==> src/ot_defs.svh <==
// Command codes, field positions, reset values and timing for the over-temperature fault controller
`ifndef OT_DEFS_SVH
`define OT_DEFS_SVH

// ==================================================
// Command codes
`define OT_CMD_CLEAR     8'h03
`define OT_CMD_THRESHOLD 8'h4f
`define OT_CMD_ACTION    8'h50

// ==================================================
// Action register fields
`define OT_RESP_HI       7
`define OT_RESP_LO       6
`define OT_RETRY_HI      5
`define OT_RETRY_LO      3
`define OT_DELAY_HI      2
`define OT_DELAY_LO      0

`define OT_RESP_IGNORE   2'h0
`define OT_RESP_RIDE     2'h1
`define OT_RESP_DISABLE  2'h2
`define OT_RESP_RESUME   2'h3
`define OT_RETRY_NONE    3'h0
`define OT_RETRY_CONT    3'h7

// ==================================================
// Reset values
`define OT_THRESHOLD_RST 16'h0064
`define OT_ACTION_RST    8'hc0

// ==================================================
// Timing
`define OT_CLK_PERIOD_NS 8.0
`define OT_DELAY_UNIT_MS 10.0
`define OT_RETRY_UNIT_MS 8.2
`define OT_NS_PER_MS     1000000.0

`endif

==> src/ot_pkg.sv <==
// Types shared by the over-temperature fault controller
`default_nettype none
package ot_pkg;

    // ==================================================
    // Link side
    typedef enum logic [2:0] {
        L_IDLE  = 3'b000,
        L_RX    = 3'b001,
        L_ACK   = 3'b010,
        L_TX    = 3'b011,
        L_TXACK = 3'b100
    } link_state_t;

    typedef struct packed {
        link_state_t st;
        logic [7:0]  sh;
        logic [3:0]  bitn;
        logic [2:0]  idx;
        logic        rd;
        logic [7:0]  cmd;
        logic [7:0]  d0;
        logic [7:0]  d1;
        logic        sda_oe;
        logic        sda_lvl;
    } link_t;

    // ==================================================
    // Fault side
    typedef enum logic [2:0] {
        F_RUN   = 3'b000,
        F_DELAY = 3'b001,
        F_SPACE = 3'b010,
        F_LATCH = 3'b011,
        F_HOLD  = 3'b100
    } fault_state_t;

    typedef struct packed {
        fault_state_t st;
        logic [2:0]   tries;
        logic [23:0]  timer;
        logic         en;
        logic         status;
        logic         alert_n;
    } fault_t;

endpackage
`default_nettype wire

==> src/overtemp_fault_response_ctrl.sv <==
// Over-temperature fault response controller with its PMBus register slave
`timescale 1ns/10ps
`default_nettype none
`include "ot_defs.svh"

module overtemp_fault_response_ctrl #(
    parameter logic [6:0] BUS_ADDR       = 7'h40,
    parameter int         DELAY_UNIT_CYC = int'(`OT_DELAY_UNIT_MS * `OT_NS_PER_MS / `OT_CLK_PERIOD_NS),
    parameter int         RETRY_UNIT_CYC = int'(`OT_RETRY_UNIT_MS * `OT_NS_PER_MS / `OT_CLK_PERIOD_NS)
) (
    input  wire logic        mclk,
    input  wire logic        reset,
    input  wire logic        scl_in,
    input  wire logic        sda_in,
    input  wire logic        output_on_cmd,
    input  wire logic [15:0] temperature,
    output logic             sda_out,
    output logic             sda_oe,
    output logic             output_enable_req,
    output logic             alert_line_n,
    output logic             fault_status
);

    // ==================================================
    // Pin synchronisers
    logic scl_s1, scl_s2, scl_q;
    logic sda_s1, sda_s2, sda_q;
    logic on_s1, on_s2;

    always_ff @(posedge mclk or posedge reset) begin
        if (reset) begin
            scl_s1 <= 1'b1;
            scl_s2 <= 1'b1;
            scl_q  <= 1'b1;
            sda_s1 <= 1'b1;
            sda_s2 <= 1'b1;
            sda_q  <= 1'b1;
            on_s1  <= 1'b0;
            on_s2  <= 1'b0;
        end else begin
            scl_s1 <= scl_in;
            scl_s2 <= scl_s1;
            scl_q  <= scl_s2;
            sda_s1 <= sda_in;
            sda_s2 <= sda_s1;
            sda_q  <= sda_s2;
            on_s1  <= output_on_cmd;
            on_s2  <= on_s1;
        end
    end

    logic scl_rise, scl_fall, bus_start, bus_stop;
    assign scl_rise  = scl_s2 & ~scl_q;
    assign scl_fall  = ~scl_s2 & scl_q;
    assign bus_start = scl_s2 & scl_q & sda_q & ~sda_s2;
    assign bus_stop  = scl_s2 & scl_q & ~sda_q & sda_s2;

    // ==================================================
    // Registers and link
    ot_pkg::link_t link, next_link;
    logic [15:0]   threshold, next_threshold;
    logic [7:0]    action, next_action;
    logic          wr_thr, wr_act, clr;
    logic [15:0]   tx_word;

    // Unmapped commands read back as all ones
    always_comb begin
        if (link.cmd == `OT_CMD_THRESHOLD)
            tx_word = threshold;
        else if (link.cmd == `OT_CMD_ACTION)
            tx_word = {8'h00, action};
        else
            tx_word = 16'hffff;
    end

    always_comb begin
        next_link = link;
        wr_thr    = 1'b0;
        wr_act    = 1'b0;
        clr       = 1'b0;
        if (bus_start) begin
            next_link.st     = ot_pkg::L_RX;
            next_link.bitn   = 4'h0;
            next_link.idx    = 3'h0;
            next_link.rd     = 1'b0;
            next_link.sda_oe = 1'b0;
        end else if (bus_stop) begin
            // Writes commit only on a clean stop, so a torn frame changes nothing
            if (!link.rd && link.st != ot_pkg::L_IDLE) begin
                clr    = (link.idx == 3'h2) && (link.cmd == `OT_CMD_CLEAR);
                wr_act = (link.idx == 3'h3) && (link.cmd == `OT_CMD_ACTION);
                wr_thr = (link.idx == 3'h4) && (link.cmd == `OT_CMD_THRESHOLD);
            end
            next_link.st     = ot_pkg::L_IDLE;
            next_link.sda_oe = 1'b0;
        end else begin
            case (link.st)
                ot_pkg::L_RX: begin
                    if (scl_rise) begin
                        next_link.sh   = {link.sh[6:0], sda_s2};
                        next_link.bitn = 4'(link.bitn + 4'h1);
                    end else if (scl_fall && link.bitn == 4'h8) begin
                        next_link.bitn = 4'h0;
                        next_link.idx  = 3'(link.idx + 3'h1);
                        next_link.st   = ot_pkg::L_ACK;
                        next_link.sda_oe = 1'b1;
                        case (link.idx)
                            3'h0: begin
                                next_link.rd = link.sh[0];
                                if (link.sh[7:1] != BUS_ADDR) begin
                                    next_link.st     = ot_pkg::L_IDLE;
                                    next_link.sda_oe = 1'b0;
                                end
                            end
                            3'h1: next_link.cmd = link.sh;
                            3'h2: next_link.d0 = link.sh;
                            3'h3: next_link.d1 = link.sh;
                            default: begin
                                next_link.st     = ot_pkg::L_IDLE;
                                next_link.sda_oe = 1'b0;
                            end
                        endcase
                    end
                end
                ot_pkg::L_ACK: begin
                    if (scl_fall) begin
                        next_link.bitn = 4'h0;
                        if (link.rd) begin
                            next_link.sh     = (link.idx == 3'h1) ? tx_word[7:0] : tx_word[15:8];
                            next_link.sda_oe = (link.idx == 3'h1) ? ~tx_word[7] : ~tx_word[15];
                            next_link.idx    = 3'(link.idx + 3'h1);
                            next_link.st     = ot_pkg::L_TX;
                        end else begin
                            next_link.sda_oe = 1'b0;
                            next_link.st     = ot_pkg::L_RX;
                        end
                    end
                end
                ot_pkg::L_TX: begin
                    if (scl_fall) begin
                        next_link.bitn = 4'(link.bitn + 4'h1);
                        if (link.bitn == 4'h7) begin
                            next_link.sda_oe = 1'b0;
                            next_link.st     = ot_pkg::L_TXACK;
                        end else begin
                            next_link.sh     = {link.sh[6:0], 1'b0};
                            next_link.sda_oe = ~link.sh[6];
                        end
                    end
                end
                ot_pkg::L_TXACK: begin
                    if (scl_rise)
                        next_link.st = sda_s2 ? ot_pkg::L_IDLE : ot_pkg::L_ACK;
                end
                default: next_link.st = ot_pkg::L_IDLE;
            endcase
        end
        next_threshold = wr_thr ? {link.d1, link.d0} : threshold;
        next_action    = wr_act ? link.d0 : action;
    end

    always_ff @(posedge mclk or posedge reset) begin
        if (reset) begin
            link      <= '0;
            threshold <= `OT_THRESHOLD_RST;
            action    <= `OT_ACTION_RST;
        end else begin
            link      <= next_link;
            threshold <= next_threshold;
            action    <= next_action;
        end
    end

    assign sda_oe  = link.sda_oe;
    assign sda_out = link.sda_lvl;

    // ==================================================
    // Fault detection
    function automatic logic signed [47:0] lin_val(input logic [15:0] v);
        logic signed [47:0] m;
        logic signed [5:0]  e;
        m = 48'(signed'(v[10:0]));
        e = 6'(signed'(v[15:11]));
        lin_val = m <<< (e + 6'sd16);
    endfunction

    logic fault;
    assign fault = lin_val(temperature) >= lin_val(threshold);

    logic [1:0]  resp;
    logic [2:0]  retr, dly;
    logic [23:0] delay_load, retry_load;
    assign resp       = action[`OT_RESP_HI:`OT_RESP_LO];
    assign retr       = action[`OT_RETRY_HI:`OT_RETRY_LO];
    assign dly        = action[`OT_DELAY_HI:`OT_DELAY_LO];
    assign delay_load = 24'(DELAY_UNIT_CYC) * {21'h000000, dly};
    assign retry_load = 24'(RETRY_UNIT_CYC) * {21'h000000, dly};

    // ==================================================
    // Fault response sequencer
    ot_pkg::fault_t f, next_f;

    always_comb begin
        next_f = f;
        case (f.st)
            ot_pkg::F_RUN: begin
                if (fault) begin
                    case (resp)
                        `OT_RESP_RIDE: begin
                            next_f.st    = ot_pkg::F_DELAY;
                            next_f.timer = delay_load;
                        end
                        `OT_RESP_DISABLE: begin
                            next_f.tries = 3'h0;
                            next_f.timer = retry_load;
                            next_f.st = (retr == `OT_RETRY_NONE) ? ot_pkg::F_LATCH : ot_pkg::F_SPACE;
                        end
                        `OT_RESP_RESUME: next_f.st = ot_pkg::F_HOLD;
                        default: next_f.st = ot_pkg::F_RUN;
                    endcase
                end
            end
            ot_pkg::F_DELAY: begin
                if (f.timer != 24'h000000)
                    next_f.timer = 24'(f.timer - 24'h000001);
                else if (!fault)
                    next_f.st = ot_pkg::F_RUN;
                else begin
                    next_f.tries = 3'h0;
                    next_f.timer = retry_load;
                    next_f.st = (retr == `OT_RETRY_NONE) ? ot_pkg::F_LATCH : ot_pkg::F_SPACE;
                end
            end
            ot_pkg::F_SPACE: begin
                // Commanding the output off abandons the retry sequence
                if (!on_s2)
                    next_f.st = ot_pkg::F_RUN;
                else if (f.timer != 24'h000000)
                    next_f.timer = 24'(f.timer - 24'h000001);
                else if (!fault)
                    next_f.st = ot_pkg::F_RUN;
                else if (retr != `OT_RETRY_CONT && 3'(f.tries + 3'h1) == retr)
                    next_f.st = ot_pkg::F_LATCH;
                else begin
                    // Reload at the attempt itself so spacing is start to start
                    next_f.timer = retry_load;
                    if (retr != `OT_RETRY_CONT)
                        next_f.tries = 3'(f.tries + 3'h1);
                end
            end
            ot_pkg::F_HOLD: begin
                if (!fault)
                    next_f.st = ot_pkg::F_RUN;
            end
            ot_pkg::F_LATCH: begin
                if (clr)
                    next_f.st = ot_pkg::F_RUN;
            end
            default: next_f.st = ot_pkg::F_RUN;
        endcase
        next_f.en = on_s2 && (next_f.st == ot_pkg::F_RUN || next_f.st == ot_pkg::F_DELAY);
        // A fault in the clearing cycle keeps the bit set
        next_f.status  = fault | (f.status & ~clr);
        next_f.alert_n = ~next_f.status;
    end

    always_ff @(posedge mclk or posedge reset) begin
        if (reset) begin
            f         <= '0;
            f.alert_n <= 1'b1;
        end else begin
            f <= next_f;
        end
    end

    assign output_enable_req = f.en;
    assign alert_line_n      = f.alert_n;
    assign fault_status      = f.status;
endmodule

`default_nettype wire

==> config.mk <==
export PLATFORM = sky130hd
export DESIGN_NAME = overtemp_fault_response_ctrl
export DESIGN_NICKNAME = d
export VERILOG_FILES = /design/src/ot_pkg.sv /design/src/overtemp_fault_response_ctrl.sv
export VERILOG_INCLUDE_DIRS = /design/src
export SDC_FILE = /design/constraint.sdc
export NUM_CORES = 1
export LEC_CHECK = 0
export ABC_AREA = 0
export ABC_CLOCK_PERIOD_IN_PS = 4100
export BUFFER_PORTS_ARGS = -buffer_cell sky130_fd_sc_hd__buf_2
export CAP_MARGIN = 20
export CORE_MARGIN = 3
export CORE_UTILIZATION = 43
export CTS_CLUSTER_DIAMETER = 120
export DETAILED_ROUTE_END_ITERATION = 6
export PLACE_DENSITY = 0.69
export SLEW_MARGIN = 15
export SYNTH_ARGS = -nofsm -noshare
export SYNTH_HDL_FRONTEND = slang
export SYNTH_SLANG_ARGS = --single-unit
==> constraint.sdc <==
create_clock -name mclk -period 4.1 [get_ports mclk]
set_input_delay 0.205 -clock mclk [delete_from_list [all_inputs] [get_ports mclk]]
set_output_delay 0.205 -clock mclk [all_outputs]
set_load 0.03 [all_outputs]
After elaboration in Yosys (flattened, before gate mapping)
Index checks and enable logic that the tools add are counted.
{"block": "totals", "register_bits": 109, "latchBits": 0, "mem_bits_rw": 0, "mem_bits_ro": 0, "input_bits": 21, "output_inout_bits": 5, "elab_cells": 221, "memories": 0}
{"block": "op_classes", "add_sub_neg": 6, "n_mul": 2, "n_div": 0, "magnitude_cmp": 1, "n_eq_ne": 56, "shifts": 2, "n_mux": 73, "bitwise_logic": 21, "reduce_logical": 35}
{"cell": "$mux W27", "n": 4}
{"cell": "$sshl A11 B6 Y48", "n": 2}
{"cell": "$pmux W27 S3", "n": 1}
{"cell": "$mux W8", "n": 8}
{"cell": "$ge A48 B48 Y1", "n": 1}
{"cell": "$mux W24", "n": 2}
{"cell": "$pmux W24 S2", "n": 1}
{"cell": "$mux W3", "n": 14}
{"cell": "$mul A17 B3 Y20 const A", "n": 2}
{"cell": "$pmux W12 S3", "n": 1}
{"cell": "$mux W33", "n": 1}
{"cell": "$mux W16", "n": 2}
{"cell": "$mux W32", "n": 1}
{"cell": "$mux W30", "n": 1}
{"cell": "$reduce_and A6 Y1", "n": 5}
{"cell": "$mux W29", "n": 1}
{"cell": "$ne A2 B2 Y1 const B", "n": 14}
{"cell": "$ne A4 B4 Y1 const B", "n": 7}
{"cell": "$ne A3 B3 Y1 const B", "n": 9}
{"cell": "$mux W25", "n": 1}
{"cell": "$reduce_bool A24 Y1", "n": 1}
{"cell": "$sub A24 B1 Y24 const B", "n": 1}
{"cell": "$mux W1", "n": 19}
{"cell": "$eq A3 B2 Y1 const B", "n": 6}
{"cell": "other kinds (42)", "n": 91}

Longest topological paths before layout
{"block": "depth", "word_depth": 11, "ltp_mapped": 21, "depth_no_buf": 18}

Worst setup path before layout
Ideal clock, no wire load.
{"block": "synth_path", "path_type": "register to register", "start": "reg threshold[12]", "end": "reg f[10] (netlist bit)", "arrival_ps": 3775, "t_required_ps": 3975, "setup_slack_ps": 200, "stages_incl_launch_ff": 16, "path_buffers": 1, "period_less_slack_ps": 3900, "path_cell_list": "dfrtp_1 > clkbuf_1 > mux2_2 > mux2i_1 > o21ai_0 > o21ba_2 > a21boi_0 > ha_1 > a21oi_1 > o21ai_1 > a2111oi_2 > o22ai_1 > a211oi_2 > nand2_4 > o21ai_4 > mux2_2"}
{"block": "synth_via", "elab_chain_len": 5, "word_cells_on_any_way": 7, "cone_classes": "add/sub: 1; order compare: 1; eq/ne: 3; shift: 1; reduce/logical: 1"}
{"element": "start, declared", "line": "overtemp_fault_response_ctrl.sv:61", "rtl": "logic [15:0] threshold, next_threshold;"}
{"element": "start signal, assigned", "line": "overtemp_fault_response_ctrl.sv:165", "rtl": "threshold <= `OT_THRESHOLD_RST;"}
{"element": "start signal, assigned", "line": "overtemp_fault_response_ctrl.sv:169", "rtl": "threshold <= next_threshold;"}
{"element": "$add A5 B6 Y6 *", "line": "overtemp_fault_response_ctrl.sv:184", "rtl": "lin_val = m <<< (e + 6'sd16);"}
{"element": "$sshl A11 B6 Y48 *", "line": "overtemp_fault_response_ctrl.sv:184"}
{"element": "$ge A48 B48 Y1 *", "line": "overtemp_fault_response_ctrl.sv:188", "rtl": "assign fault = lin_val(temperature) >= lin_val(threshold);"}
{"element": "$ne A3 B3 Y1 (no line) / $ne A2 B2 Y1 (equally long branches)"}
{"element": "$reduce_and A7 Y1 (no line) *"}
{"element": "end signal, assigned", "line": "overtemp_fault_response_ctrl.sv:272", "rtl": "f <= next_f;"}
{"element": "end, declared", "line": "overtemp_fault_response_ctrl.sv:201", "rtl": "ot_pkg::fault_t f, next_f;"}
Mark *: on every way between the ends. The rest lies on a longest branch, timed or not.
A chain may end at the register's enable or synchronous reset.

Worst setup path after layout
{"block": "layout_path", "start": "reg threshold[12]", "end": "reg f[28] (netlist bit)"}
{"block": "layout_via", "elab_chain_len": 5, "word_cells_on_any_way": 7, "cone_classes": "add/sub: 1; order compare: 1; eq/ne: 3; shift: 1; reduce/logical: 1"}
{"element": "$add A5 B6 Y6 *", "line": "overtemp_fault_response_ctrl.sv:184"}
{"element": "$sshl A11 B6 Y48 *", "line": "overtemp_fault_response_ctrl.sv:184"}
{"element": "$ge A48 B48 Y1 *", "line": "overtemp_fault_response_ctrl.sv:188"}
{"element": "$ne A2 B2 Y1 (no line)"}
{"element": "$reduce_and A10 Y1 (no line) *"}
Marks and branches as above.

==> impl_metrics.yaml <==
cells_and_area:
  finish.utilization_pct: 49.2
  fillCellCount: 2037
  layout_common_cells: "nand2_1 (138), nor2_1 (109), a21oi_1 (107)"
  layout_commonest_cell: "nand2_1"
  area_delta_synth_final_pct: 11.9
  fin_nets: 1253
  diodes: 0
  drive_above_1_share_pct: 18.5
yosys:
  yosys_warnings: 0
  ys_seq_area_share_pct: 29.5
  ys_ff_latch: 109
  netlist_area_um2: 9280
  synth_cells: 1130
  synth_area_leaders: "dfrtp_1 (26%), ha_1 (9.0%), mux2_2 (7.8%)"
  synth_area_leader_cell: "dfrtp_1"
  async_flop_share_pct: 100
  synth-main-ff-cell: "dfrtp_1"
  synth_cell_types: 80
  avgSynthCellArea_um2: 8.21
  synth_fp_nets: 1224
  synth_edf_count: 0
  synth.top_cell.area_share_pct: 26.1
floorplan:
  die_h_um: 153
  ios: 26
  coreArea_um2: 21100
  row_count: 53
  initial_core_util_pct: 44.0
  die_w_um: 153
  die_area_um2: 23400
sta:
  hold_ws_ps: 358
  timing.final.ws_setup_ps: -25.9
  setup_violations: 3
  fin_tns_setup_ps: -35.7
  min_period_ps: 4130
  rsz0062_at_grt: "yes"
  skew_ps: 9.68
  worstMarginPinSlew_ps: 928
  finalMaxSlewViolations: 0
  slew_headroom_pct: 38.1
  hold_violations: 0
  max_freq_ghz: 0.242
  period_share_pct: 101
cts:
  htree_levels: 3
  clock-sinks: 109
  cts_inserted_buffers: 9
  clk_latency_ps: 350
  root_buffer: "clkbuf_16"
  cts_tree: "done"
  clk_pin_slew_ps: 80
  clk_path_buf_depth: 2
power_and_ir_drop:
  power_leakage_nw: 4.60
  power-per-cell-area_nw_per_um2: 258
  ir_worst_vdd_uv: 260
setup_path:
  arrival_ps: 4360
  critPathLaunchType: "register"
  worst_ep_required_time_ps: 4330
  ff2ff_path_depth: 19
  cp_max_fo: 7
  end_kind: "register"
  crit_type: "reg -> reg"
drt:
  wl_per_cell_um: 16.7
  viasPerCell: 5.85
  antenna_left: 0
  dr.pass1.iters: 5
  routed-via-count: 8424
  drcViolationCount: 0
  drt_iter0_drc: 625
  wirelength_mm: 24.1
place:
  port_buffers: 24
  dpl.hpwl_mm: 18.2
  routabilityCongestion: 0.965
  pre_cts_ws_ps: -4.91
worst_hold_path:
  hold_path_depth: 0
  hp-class: "reg -> reg"
run_status:
  status: "complete, but fails checks"
  violations: "negative setup slack"
global_routing:
  grt_pass1_wl_mm: 39.7
  grt_pass1_vias: 7871
  antenna_found_initial: 0
  grt_max_degree: 50
  grt_usage_pct: 20.1
  overflow: 0
flow_run:
  drv_cap: 0
==> synthesized netlist by cell type (all sizes together) (5+ instances only) <==
| master | count |
|---|---|
| a211oi | 7 |
| a21boi | 8 |
| a21o | 13 |
| a21oi | 110 |
| a22oi | 9 |
| a31oi | 7 |
| and2 | 9 |
| and3 | 6 |
| buf | 13 |
| clkbuf | 43 |
| dfrtp | 97 |
| dfstp | 12 |
| fa | 6 |
| ha | 67 |
| inv | 33 |
| mux2 | 67 |
| mux2i | 31 |
| nand2 | 139 |
| nand2b | 15 |
| nand3 | 19 |
| nand4 | 11 |
| nand4b | 5 |
| nor2 | 111 |
| nor2b | 18 |
| nor3 | 37 |
| nor4 | 13 |
| o211a | 6 |
| o211ai | 9 |
| o21a | 5 |
| o21ai | 122 |
| o22ai | 7 |
| o31ai | 7 |
| xnor2 | 11 |
| xor2 | 5 |
==> registers in the layout, summed over array words and instances, names as in the netlist, 8 cells and up <==
| signal | flops |
|---|---|
| link | 43 |
| f | 30 |
| threshold | 16 |
| action | 8 |
==> final cells by class <==
type	instances	area, µm²	share of cell area [%]
clock inverter	7	77.6	0.747
timing repair buffer	74	556	5.35
inverter	37	145	1.40
multi-input combinational	928	6290	60.6
tap	275	344	3.31
clock buffer	9	225	2.17
sequential	109	2740	26.4
==> final timing paths <==
| check | end | slack [ps] | from |
|---|---|---|---|
| worst max-delay path | f[28]$_DFFE_PP0P_ | -30 | threshold[12]$_DFFE_PP0P_ |
| worst min-delay path | sda_s2$_DFF_PP1_ | 360 | sda_s1$_DFF_PP1_ |
| worst max register to register | f[28]$_DFFE_PP0P_ | -30 | threshold[12]$_DFFE_PP0P_ |
| worst min register to register | sda_s2$_DFF_PP1_ | 360 | sda_s1$_DFF_PP1_ |
| max in group asynchronous | sda_s1$_DFF_PP1_ | 2710 | reset |
| min in group asynchronous | f[26]$_DFFE_PP0P_ | 500 | reset |
==> per-layer routing <==
layer | share of wire (%) | global-route usage [%]
met1 | 46 | 28.3
met2 | 48 | 33.6
met5 | 0 | 0
met4 | 1.5 | 4.71
met3 | 4.6 | 2.04
==> cell families after synthesis <==
family                   Yosys count  synth area share (%)
AO/OA/AOI/OAI                    334                  21.5
XOR/XNOR                          16                  1.51
adder cells (fa/ha/maj)           73                  10.3
buffers and inverters             93                  4.10
flip-flops                       109                  29.5
multiplexers                      98                  11.5
other                              1                0.0404
AND/OR/NAND/NOR                  406                  21.5
==> through the flow <==
step,power (mW),cells,area [µm²]
2_1_floorplan,1.64,1130,9280
3_3_place_gp,1.79,1408,9800
3_5_place_dp,1.80,1408,9800
4_1_cts,2.69,1428,10100
5_1_grt,2.84,1439,10400
6_report,2.68,1439,10400
==> power breakdown <==
group	internal, mW	switching, mW	leakage (nW)	total, mW
Combinational	0.223	0.346	3.00	0.569
Sequential	1.13	0.108	1.46	1.24
Clock	0.433	0.436	0.144	0.869
==> worst max-delay path, cell delays in order, from the launching register on <==
cell and delay, ps:
dfrtp_2 470, buf_6 160, mux2i_1 150, mux2i_1 300, nand2_1 80, o21ai_0 170, nand2_1 130, o21ai_2 100
nand2_1 80, ha_1 320, nand4_4 130, nor4_4 380, o21ai_1 140, a31oi_2 210, a211oi_2 50, buf_4 160
nand2_4 80, o21ai_2 60, a2111o_1 500, mux2_1 340
==> repair_timing <==
item / 4_1_cts / 5_1_grt
hold buffers: 4 / 0
buffers inserted: 0 / 10
endpoints found under the setup margin: 2 / 28
hold endpoints to repair: 49 / 0
pin swaps: 0 / 13
cloned: 0 / 1
gates resized for setup: 1 / 32
Power figures use the tool's default switching activity.
